[src/inc/ctw_defs.svh]
`ifndef CTW_DEFS_SVH
`define CTW_DEFS_SVH

// register offsets on the internal bus
`define CTW_ADDR_TCS      16'h0008
`define CTW_ADDR_CNT      16'h0009
`define CTW_ADDR_WDC      16'h000d
`define CTW_ADDR_PSR      16'h0018
`define CTW_ADDR_WDSVC    16'h3ff0

// timer control/status field positions
`define CTW_TCS_OVF       7
`define CTW_TCS_PER       6
`define CTW_TCS_OVIE      5
`define CTW_TCS_PEIE      4
`define CTW_TCS_OVCLR     3
`define CTW_TCS_PECLR     2
`define CTW_TCS_RATE_HI   1
`define CTW_TCS_RATE_LO   0

// watchdog control field position
`define CTW_WDC_DIS       0

// power save register fields and commands, watchdog service data
`define CTW_PSR_STOP      1
`define CTW_PSR_IDLE      0
`define CTW_PSR_CMD_STOP  8'h01
`define CTW_PSR_CMD_IDLE  8'h02
`define CTW_WDSVC_DATA    8'h00

// reset values
`define CTW_RATE_RST      2'h3
`define CTW_WDDIS_RST     1'h1
`define CTW_CNT_RST       8'h03

// timing
`define CTW_PRE_DIV       4
`define CTW_OSC_DIV       2
`define CTW_WD_DIV        8
`define CTW_DLY_RST_CYC   4064

`endif

[src/inc/ctw_pkg.sv]
package ctw_pkg;
    typedef logic [15:0] ctw_addr_t;
    typedef logic [7:0]  ctw_data_t;
    typedef enum logic [1:0] {
        CTW_RUN,
        CTW_IDLE,
        CTW_STOP
    } ctw_pwr_e;
endpackage : ctw_pkg

[src/core/ctw_core_timer.sv]
`include "ctw_defs.svh"

module ctw_core_timer
    import ctw_pkg::*;
#(
    parameter int DLY_CYC = `CTW_DLY_RST_CYC,
    parameter int CNT_W   = 8
) (
    input  wire logic          core_clk_i,
    input  wire logic          resetn_i,
    input  wire logic          delayed_reset_pin_n_i,
    input  wire logic          ext_irq_i,
    input  ctw_pkg::ctw_addr_t addr_i,
    input  ctw_pkg::ctw_data_t wdata_i,
    input  wire logic          wr_i,
    input  wire logic          rd_i,
    output ctw_pkg::ctw_data_t rdata_o,
    output logic               timer_irq_o,
    output logic               wdog_reset_o,
    output logic               cpu_run_o,
    output logic               cpu_clk_en_o
);
    import ctw_pkg::*;

    typedef struct packed {
        logic             osc_ph;
        logic [1:0]       pre;
        logic [CNT_W-1:0] cnt;
        logic [1:0]       mid;
        logic [2:0]       per;
        logic             ovf;
        logic             perf;
        logic             ovie;
        logic             peie;
        logic [1:0]       rate;
        logic             wd_dis;
        logic             wd_rst;
        logic             wd_hold;
        logic             idle_st;
        logic             stop_st;
        ctw_pwr_e         pwr;
        logic             irq;
        ctw_data_t        rdata;
        logic             cpu_run;
        logic             clk_en;
    } ctw_top_s;

    ctw_top_s st;
    ctw_top_s next_st;
    logic     int_resetn;
    logic     dly_run;
    logic     wd_tick;
    logic     e_tick;
    logic     per_tick;

    // address match helper, used for every register decode
    function automatic logic hit(input ctw_addr_t a, input ctw_addr_t ref_a);
        hit = (a == ref_a);
    endfunction : hit

    // tap selection from rate field: bit k of the periodic divider
    function automatic logic tap_rise(input logic [2:0] old_v, input logic [2:0] new_v,
                                      input logic [1:0] rate);
        logic [3:0] o;
        logic [3:0] n;
        o = {old_v, 1'b1};
        n = {new_v, 1'b1};
        if (rate == 2'h0) begin
            tap_rise = 1'b1;
        end else begin
            tap_rise = n[rate] & ~o[rate] & (new_v[rate - 2'h1 +: 1] == 1'b1);
        end
    endfunction : tap_rise

    // watchdog timeout delayed one cycle resets the whole block
    assign int_resetn = resetn_i & ~st.wd_hold;

    // oscillator over two gives the peripheral enable
    assign e_tick = st.osc_ph & (st.pwr != CTW_STOP);

    // periodic output tick: selected tap completes a period
    always_comb begin
        per_tick = 1'b0;
        if (e_tick && st.pre == 2'(`CTW_PRE_DIV - 1) && st.cnt == '1 && st.mid == '1) begin
            case (st.rate)
                2'h0:    per_tick = 1'b1;
                2'h1:    per_tick = st.per[0];
                2'h2:    per_tick = &st.per[1:0];
                2'h3:    per_tick = &st.per[2:0];
                default: per_tick = 1'b0;
            endcase
        end
    end

    // watchdog divide-by-eight, cleared by service write
    ctw_divider #(
        .DIV (`CTW_WD_DIV)
    ) u_wd_div (
        .core_clk_i (core_clk_i),
        .resetn_i   (int_resetn),
        .sync_clr_i (wr_i && hit(addr_i, `CTW_ADDR_WDSVC) && wdata_i == `CTW_WDSVC_DATA),
        .tick_i     (per_tick),
        .tick_o     (wd_tick)
    );

    // delayed reset pin release count
    ctw_rst_delay #(
        .DLY_CYC (DLY_CYC)
    ) u_dly (
        .core_clk_i            (core_clk_i),
        .resetn_i              (int_resetn),
        .delayed_reset_pin_n_i (delayed_reset_pin_n_i),
        .tick_i                (st.pwr != CTW_STOP),
        .run_o                 (dly_run)
    );

    // next-state logic of the whole timer
    always_comb begin
        logic wrap;
        logic tcs_wr;
        logic ov_set;
        logic pe_set;
        wrap    = 1'b0;
        tcs_wr  = wr_i && hit(addr_i, `CTW_ADDR_TCS);
        ov_set  = 1'b0;
        pe_set  = per_tick;
        next_st = st;
        next_st.osc_ph = ~st.osc_ph;

        // prescaler and ripple chain, halted in stop
        if (e_tick) begin
            next_st.pre = st.pre + 2'h1;
            if (st.pre == 2'(`CTW_PRE_DIV - 1)) begin
                next_st.cnt = st.cnt + CNT_W'(1);
                wrap        = (st.cnt == '1);
                if (wrap) begin
                    next_st.mid = st.mid + 2'h1;
                    if (st.mid == '1) begin
                        next_st.per = st.per + 3'h1;
                    end
                end
            end
        end
        ov_set = wrap;

        // overflow flag: clear by one, set wins
        if (tcs_wr && wdata_i[`CTW_TCS_OVCLR]) begin
            next_st.ovf = 1'b0;
        end
        if (ov_set) begin
            next_st.ovf = 1'b1;
        end

        // periodic flag: clear by one, set wins
        if (tcs_wr && wdata_i[`CTW_TCS_PECLR]) begin
            next_st.perf = 1'b0;
        end
        if (pe_set) begin
            next_st.perf = 1'b1;
        end

        // writable control fields; flag positions ignored
        if (tcs_wr) begin
            next_st.ovie = wdata_i[`CTW_TCS_OVIE];
            next_st.peie = wdata_i[`CTW_TCS_PEIE];
            next_st.rate = wdata_i[`CTW_TCS_RATE_HI:`CTW_TCS_RATE_LO];
        end
        if (wr_i && hit(addr_i, `CTW_ADDR_WDC)) begin
            next_st.wd_dis = wdata_i[`CTW_WDC_DIS];
        end

        // watchdog timeout raises internal reset
        next_st.wd_rst  = wd_tick && !st.wd_dis;
        next_st.wd_hold = st.wd_rst;

        // combined interrupt request
        next_st.irq = (next_st.ovf && next_st.ovie) || (next_st.perf && next_st.peie);

        // power modes
        case (st.pwr)
            CTW_RUN: begin
                if (wr_i && hit(addr_i, `CTW_ADDR_PSR)) begin
                    if (wdata_i == `CTW_PSR_CMD_STOP) begin
                        next_st.pwr = CTW_STOP;
                    end else if (wdata_i == `CTW_PSR_CMD_IDLE) begin
                        next_st.pwr = CTW_IDLE;
                    end
                end
            end
            CTW_IDLE: begin
                if (st.irq || ext_irq_i) begin
                    next_st.pwr     = CTW_RUN;
                    next_st.idle_st = 1'b1;
                end
            end
            CTW_STOP: begin
                if (ext_irq_i || !delayed_reset_pin_n_i) begin
                    next_st.pwr     = CTW_RUN;
                    next_st.stop_st = 1'b1;
                end
            end
            default: next_st.pwr = CTW_RUN;
        endcase
        if (rd_i && hit(addr_i, `CTW_ADDR_PSR)) begin
            next_st.idle_st = 1'b0;
            next_st.stop_st = 1'b0;
        end

        // read data one cycle after the strobe; clear bits read zero
        next_st.rdata = '0;
        if (rd_i) begin
            if (hit(addr_i, `CTW_ADDR_TCS)) begin
                next_st.rdata = {st.ovf, st.perf, st.ovie, st.peie, 2'h0, st.rate};
            end else if (hit(addr_i, `CTW_ADDR_CNT)) begin
                next_st.rdata = ctw_data_t'(st.cnt);
            end else if (hit(addr_i, `CTW_ADDR_WDC)) begin
                next_st.rdata = {7'h0, st.wd_dis};
            end else if (hit(addr_i, `CTW_ADDR_PSR)) begin
                next_st.rdata = {6'h0, st.stop_st, st.idle_st};
            end
        end

        next_st.cpu_run = dly_run;
        next_st.clk_en  = (next_st.pwr == CTW_RUN) && dly_run;
    end

    // state register; reset values of all fields
    always_ff @(posedge core_clk_i or negedge int_resetn) begin
        if (!int_resetn) begin
            st        <= '0;
            st.cnt    <= CNT_W'(`CTW_CNT_RST);
            st.rate   <= `CTW_RATE_RST;
            st.wd_dis <= `CTW_WDDIS_RST;
            st.pwr    <= CTW_RUN;
        end else begin
            st <= next_st;
        end
    end

    assign rdata_o      = st.rdata;
    assign timer_irq_o  = st.irq;
    assign wdog_reset_o = st.wd_rst;
    assign cpu_run_o    = st.cpu_run;
    assign cpu_clk_en_o = st.clk_en;
endmodule : ctw_core_timer

[src/core/ctw_divider.sv]
`include "ctw_defs.svh"

// free-running divider: one-cycle tick every DIV input ticks
module ctw_divider #(
    parameter int DIV = 2
) (
    input  wire logic core_clk_i,
    input  wire logic resetn_i,
    input  wire logic sync_clr_i,
    input  wire logic tick_i,
    output logic      tick_o
);
    localparam int W = (DIV > 1) ? $clog2(DIV) : 1;

    typedef struct packed {
        logic [W-1:0] cnt;
        logic         tick;
    } ctw_div_s;

    ctw_div_s st;
    ctw_div_s next_st;

    // count input ticks, pulse on wrap
    always_comb begin
        next_st      = st;
        next_st.tick = 1'b0;
        if (sync_clr_i) begin
            next_st.cnt = '0;
        end else if (tick_i) begin
            if (st.cnt == W'(DIV - 1)) begin
                next_st.cnt  = '0;
                next_st.tick = 1'b1;
            end else begin
                next_st.cnt = st.cnt + W'(1);
            end
        end
    end

    // state register
    always_ff @(posedge core_clk_i or negedge resetn_i) begin
        if (!resetn_i) begin
            st <= '0;
        end else begin
            st <= next_st;
        end
    end

    assign tick_o = st.tick;
endmodule : ctw_divider

[src/core/ctw_rst_delay.sv]
`include "ctw_defs.svh"

// holds release from the delayed reset pin until the delay count has run out
module ctw_rst_delay #(
    parameter int DLY_CYC = `CTW_DLY_RST_CYC
) (
    input  wire logic core_clk_i,
    input  wire logic resetn_i,
    input  wire logic delayed_reset_pin_n_i,
    input  wire logic tick_i,
    output logic      run_o
);
    localparam int W = $clog2(DLY_CYC + 1);

    typedef struct packed {
        logic [W-1:0] cnt;
        logic         run;
    } ctw_dly_s;

    ctw_dly_s st;
    ctw_dly_s next_st;

    // low pin restarts the count; high pin counts cycles with tick_i high
    always_comb begin
        next_st = st;
        if (!delayed_reset_pin_n_i) begin
            next_st.cnt = '0;
            next_st.run = 1'b0;
        end else if (!st.run && tick_i) begin
            if (st.cnt == W'(DLY_CYC - 1)) begin
                next_st.run = 1'b1;
            end else begin
                next_st.cnt = st.cnt + W'(1);
            end
        end
    end

    // state register
    always_ff @(posedge core_clk_i or negedge resetn_i) begin
        if (!resetn_i) begin
            // immediate reset releases without the count
            st     <= '0;
            st.run <= 1'b1;
        end else begin
            st <= next_st;
        end
    end

    assign run_o = st.run;
endmodule : ctw_rst_delay

[config.mk]
export PLATFORM = sky130hd
export DESIGN_NAME = ctw_core_timer
export DESIGN_NICKNAME = d
export VERILOG_FILES = /design/src/inc/ctw_pkg.sv /design/src/core/ctw_core_timer.sv /design/src/core/ctw_divider.sv /design/src/core/ctw_rst_delay.sv
export VERILOG_INCLUDE_DIRS = /design/src /design/src/inc
export SDC_FILE = /design/constraint.sdc
export NUM_CORES = 1
export LEC_CHECK = 0
export BUFFER_PORTS_ARGS = -buffer_cell sky130_fd_sc_hd__clkbuf_2
export CAP_MARGIN = 20
export CORE_MARGIN = 2
export CORE_UTILIZATION = 30
export DETAILED_ROUTE_END_ITERATION = 8
export GPL_TIMING_DRIVEN = 0
export HOLD_SLACK_MARGIN = 0.03
export SETUP_SLACK_MARGIN = 0.02
export SLEW_MARGIN = 40
export SYNTH_ARGS = -nofsm -noshare
export SYNTH_HDL_FRONTEND = slang
export SYNTH_HIERARCHICAL = 1
export SYNTH_SLANG_ARGS = --single-unit
[constraint.sdc]
create_clock -name core_clk_i -period 4.5 [get_ports core_clk_i]
set_clock_uncertainty 0.15 [all_clocks]
set_input_delay 0.9 -clock core_clk_i [delete_from_list [all_inputs] [get_ports core_clk_i]]
set_output_delay 0.9 -clock core_clk_i [all_outputs]
set_load 0.05 [all_outputs]
=== Yosys cells after proc, flatten, opt, wreduce, memory -nomap -nowiden ===
Cells that the tools add are included.

* Word-level logic and storage cells: 128
* Output and inout port bits: 12
* Register bits after elaboration: 57
* Input port bits: 30

* Bitwise gates (word level): 4
* Reduce and logical (&&, ||, !) cells: 40
* Equal/unequal tests: 21
* Add/subtract/negate cells: 6
* Multiplexer cells: 33

{| class="wikitable"
|+ Operators with widths
! kind !! number
|-
| equality test 16 x 4 -> 1 bit (second input constant) || 3
|-
| two-way mux 13 bit || 2
|-
| two-way mux 8 bit || 3
|-
| equality test 16 x 14 -> 1 bit (second input constant) || 1
|-
| equality test 16 x 5 -> 1 bit (second input constant) || 1
|-
| logical AND 1 bit || 16
|-
| two-way mux 2 bit || 7
|-
| two-way mux 1 bit || 13
|-
| adder 12 x 1 -> 12 bit (second input constant) || 1
|-
| equality test 12 bit (second input constant) || 1
|-
| two-way mux 12 bit || 1
|-
| AND reduction 2 bit || 6
|-
| equality test 2 bit (second input constant) || 5
|-
| nonzero test 2 bit || 5
|-
| two-way mux 3 bit || 3
|-
| adder 8 x 1 -> 8 bit (second input constant) || 1
|-
| equality test 8 x 1 -> 1 bit (second input constant) || 1
|-
| equality test 8 x 2 -> 1 bit (second input constant) || 1
|-
| equality test 8 bit (second input constant) || 1
|-
| logical NOT 8 bit || 1
|-
| two-way mux 4 bit || 2
|-
| adder 3 x 1 -> 3 bit (second input constant) || 2
|-
| logical NOT 2 bit || 3
|-
| one-hot mux 2 bit (3 select lines) || 1
|-
| 12 further kinds || 23
|}

=== Logic depth before layout (Yosys ltp) ===
* Depth after elaboration: 9
* Depth in mapped cells: 7
* Mapped depth without buffers: 7

=== Modules after synthesis ===
The synthesis kept the hierarchy.

{| class="wikitable"
|+ Modules (own cells, without submodules)
! module !! times used !! area each (um^2) !! seq. area each (um^2) !! cells each
|-
| ctw_core_timer || 1 || 1930.6 || 1007.2 || 169
|-
| ctw_rst_delay || 1 || 783.3 || 326.6 || 82
|-
| ctw_divider || 1 || 183.9 || 100.1 || 15
|}

=== Worst setup path before layout ===
Ideal clock, no wire load.

* Kind: input to register
* Start: input port addr_i[8]
* End: register st, in the netlist timer_irq_o
* Library setup time: 0.121 ns
* Data arrival time: 2.097 ns
* Setup slack: 2.132 ns
* Data required time: 4.229 ns
* Path buffers: 0
* Stages on the path: 5
* Cell sequence: nor4_1 -> and3_2 -> nand3_1 -> mux2_2 -> a22o_1

{| class="wikitable"
|+ RTL lines
! element !! RTL line !! text
|-
| start, declared || ctw_core_timer.sv:13 || <nowiki>input ctw_pkg::ctw_addr_t addr_i,</nowiki>
|-
| end signal, assigned || ctw_core_timer.sv:236 || <nowiki>st <= next_st;</nowiki>
|-
| end, declared || ctw_core_timer.sv:48 || <nowiki>ctw_top_s st;</nowiki>
|}

==> impl_metrics.json <==
{
  "status": "finished clean",
  "fin_ws_ns": 2.09,
  "synth_cell_types": 54,
  "portBuffers": 40,
  "hp-class": "flop to asynchronous set/reset pin",
  "rsz0062_at_grt": "false",
  "overflow": 0,
  "multi_input_area_um2": 1360,
  "die_y_um": 102,
  "crit_path_max_incr_delay_ns": 0.57,
  "powerDensity_nw_per_um2": 313,
  "vias": 2220,
  "worst_ep_required_time_ns": 4.60,
  "syn-num-nets": 304,
  "path_clk_slew_ns": 0.07,
  "yosysTopAreaCellShare_pct": 44.0,
  "numCtsBuffers": 9,
  "placedInstanceArea_um2": 3340,
  "track_usage_pct": 13.0,
  "synth-edff-count": 0,
  "period_share_pct": 53.5,
  "synthFlopType": "dfrtp_1",
  "p_leak_nw": 1.60,
  "pre_cts_ws_ns": 1.74,
  "drive_gt1_share_pct": 31.7,
  "max_freq_ghz": 0.416,
  "crit_chain": "ha_1 > nand3_1 > nor3_2 > nand4_1 > nor2_1 > or3b_1 > a21oi_2",
  "totalWireLength_um": 6140,
  "drt-wirelength-per-cell_um": 13.5,
  "r2r_start": "st[29]$_DFFE_PN1P_",
  "syn_to_final_growth_pct": 21.9,
  "worst_slew_pin_slew_ns": 0.738,
  "gp_congestion": 0.812,
  "synth_top_cell_by_area": "dfrtp_1",
  "cts_hold_buf": 0,
  "die_x_um": 102,
  "synth-seq-cells": 57,
  "rr_endpoint": "u_wd_div/st[1]$_DFFE_PN0P_",
  "n_fill_cell": 931,
  "avgSynthCellArea_um2": 10.9,
  "route.detailed.drc": 0,
  "clockBufferDepth": 2,
  "regArea_um2": 1430,
  "core_area_um2": 9330,
  "synth-warning-count": 8,
  "drt.antenna.violating_nets": 0,
  "maxCapViolCount": 0,
  "synth_area_um2": 2900,
  "synth.top_cells.by_area": "dfrtp_1 44%, dfstp_2 5.4%, mux2_2 4.7%",
  "pin_count": 42,
  "final-hold-violation-count": 0,
  "ir_worst_vdd_mv": 0.137,
  "antenna_cells": 0,
  "grt_max_degree": 21,
  "crit_fanout": 5,
  "initialDrtViolationCount": 94,
  "finalCriticalPeriod_ns": 2.41,
  "initial_core_util_pct": 31.1,
  "rrSetupSlack_ns": 2.09,
  "clk_latency_ns": 0.33,
  "routed_via_density": 4.89,
  "cts_setup_buffers": 0,
  "dpl.hpwl_um": 4730,
  "cp-end-kind": "flop",
  "critPathLaunchType": "flop",
  "setup-violations-final": 0,
  "path_class": "flop to flop",
  "nNetsFinal": 358,
  "grt_first_pass_wirelength_um": 10600,
  "relSlewSlack_pct": 50.3,
  "first_pass_iters": 4,
  "syn_inst": 266,
  "slew_violations": 0,
  "rows": 35,
  "cts_tree": "built",
  "ys_seq_area_share_pct": 49.5,
  "arrival_ns": 2.51,
  "cts_resized": 0,
  "async_flop_share_pct": 100,
  "final_area_um2": 3530,
  "antenna_found_initial": 0,
  "cp_slowest_cell": "dfstp_2",
  "power_mw": 1.11,
  "clock-root-buffer": "clkbuf_8",
  "dieArea_um2": 10500,
  "cts.sinks": 57,
  "grt_pass1_vias": 2271,
  "reg2regPathDepth": 7,
  "cts_max_level": 3
}
logic make-up after synthesis:
group                    synth area share, %
AO/OA/AOI/OAI                           6.99
XOR/XNOR                                3.02
adder cells (fa/ha/maj)                 3.45
AND/OR/NAND/NOR                         24.8
flip-flops                              49.5
buffers and inverters                   3.80
multiplexers                            8.46
Yosys cell counts, drive strengths merged (2+ instances only):
| library cell | n |
|---|---|
| a211oi | 2 |
| a21oi | 9 |
| a22o | 2 |
| a31oi | 4 |
| and2 | 2 |
| and3 | 4 |
| buf | 10 |
| clkbuf | 2 |
| dfrtp | 51 |
| dfstp | 6 |
| ha | 8 |
| inv | 8 |
| mux2 | 12 |
| mux2i | 11 |
| nand2 | 16 |
| nand2b | 6 |
| nand3 | 11 |
| nand3b | 3 |
| nand4 | 10 |
| nand4b | 5 |
| nor2 | 18 |
| nor2b | 3 |
| nor3 | 9 |
| nor3b | 2 |
| nor4 | 8 |
| nor4b | 3 |
| o21ai | 7 |
| o31ai | 2 |
| or3 | 4 |
| or4 | 6 |
| xnor2 | 7 |
| xor2 | 3 |
cell usage in the layout (no fill, tap or decap), types with 6 or more instances in the layout:
| cell type | Yosys | layout |
|---|---|---|
| a21oi_1 | 7 | 7 |
| buf_4 | 9 | 9 |
| clkbuf_2 | 0 | 40 |
| clkbuf_8 | 0 | 10 |
| dfrtp_1 | 51 | 51 |
| dfstp_2 | 6 | 6 |
| ha_1 | 8 | 8 |
| inv_1 | 8 | 8 |
| mux2_2 | 12 | 12 |
| mux2i_1 | 11 | 11 |
| nand2_1 | 16 | 16 |
| nand2b_1 | 6 | 6 |
| nand3_1 | 10 | 10 |
| nand4_1 | 10 | 10 |
| nor2_1 | 18 | 18 |
| nor3_1 | 8 | 8 |
| nor4_1 | 8 | 8 |
| o21ai_0 | 6 | 6 |
| or4_1 | 6 | 6 |
| xnor2_1 | 7 | 7 |
worst max-delay path: cells and delay by family (launching register included):
kind / cells / cell delay [ns]
and+or+nand+nor: 5 / 1.32
adders and majority gates: 1 / 0.17
AOI/OAI and AO/OA: 1 / 0.14
DFF: 1 / 0.57
flip-flops by register name, summed over array words and instances (netlist names):
register	flops
st	28
rdata_o	8
cpu_run_o	1
u_dly/st	12
u_wd_div/st	3
wdog_reset_o	1
cpu_clk_en_o	1
u_dly/run_o	1
u_wd_div/tick_o	1
timer_irq_o	1
how the worst max path moves through the flow:
stage	end	cells past startpoint	slack (ns)	from
after floorplan	cpu_clk_en_o$_DFF_PN0_	1	0.03	resetn_i
after CTS	u_wd_div/st[1]$_DFFE_PN0P_	7	2.08	st[29]$_DFFE_PN1P_
after detailed placement	u_wd_div/st[3]$_DFFE_PN0P_	5	1.74	addr_i[0]
final	u_wd_div/st[1]$_DFFE_PN0P_	7	2.09	st[29]$_DFFE_PN1P_
after global routing	u_wd_div/st[3]$_DFFE_PN0P_	5	1.91	addr_i[0]
after global placement	st[28]$_DFFE_PN0P_	2	-1.54	resetn_i
stage by stage:
| stage | std cells | utilization (%) | hold slack, ns | setup TNS (ns) |
|---|---|---|---|---|
| 2_1_floorplan | 266 | - | 0.270 | 0 |
| 5_1_grt | 454 | 37.9 | 0.236 | 0 |
| 3_3_place_gp | 435 | 34.9 | 0.219 | -79.85 |
| 4_1_cts | 454 | 37.9 | 0.214 | 0 |
| 6_report | 454 | 37.9 | 0.188 | 0 |
| 3_5_place_dp | 438 | 35.8 | 0.213 | 0 |
cell type report:
type                    instances  share of cell area (%)
flip-flops and latches         57                    40.6
multi-input cells             189                    38.5
repair buffers                 43                    7.65
well taps                     129                    4.57
clock buffers                  10                    3.90
plain buffers                  12                    2.27
clock inverters                 6                    1.63
inverters                       8                   0.850
report_power, final:
part           internal [mW]  switching, mW
Sequential             0.522         0.0102
Clock                  0.266          0.203
Combinational         0.0452         0.0595
layer usage:
layer / global-route usage (%) / routed length [µm]
met5: 0 / 0
met4: 5.54 / 76
met3: 2.33 / 202
met2: 21.2 / 2930
met1: 17.1 / 2930
Power figures use the tool's default switching activity.
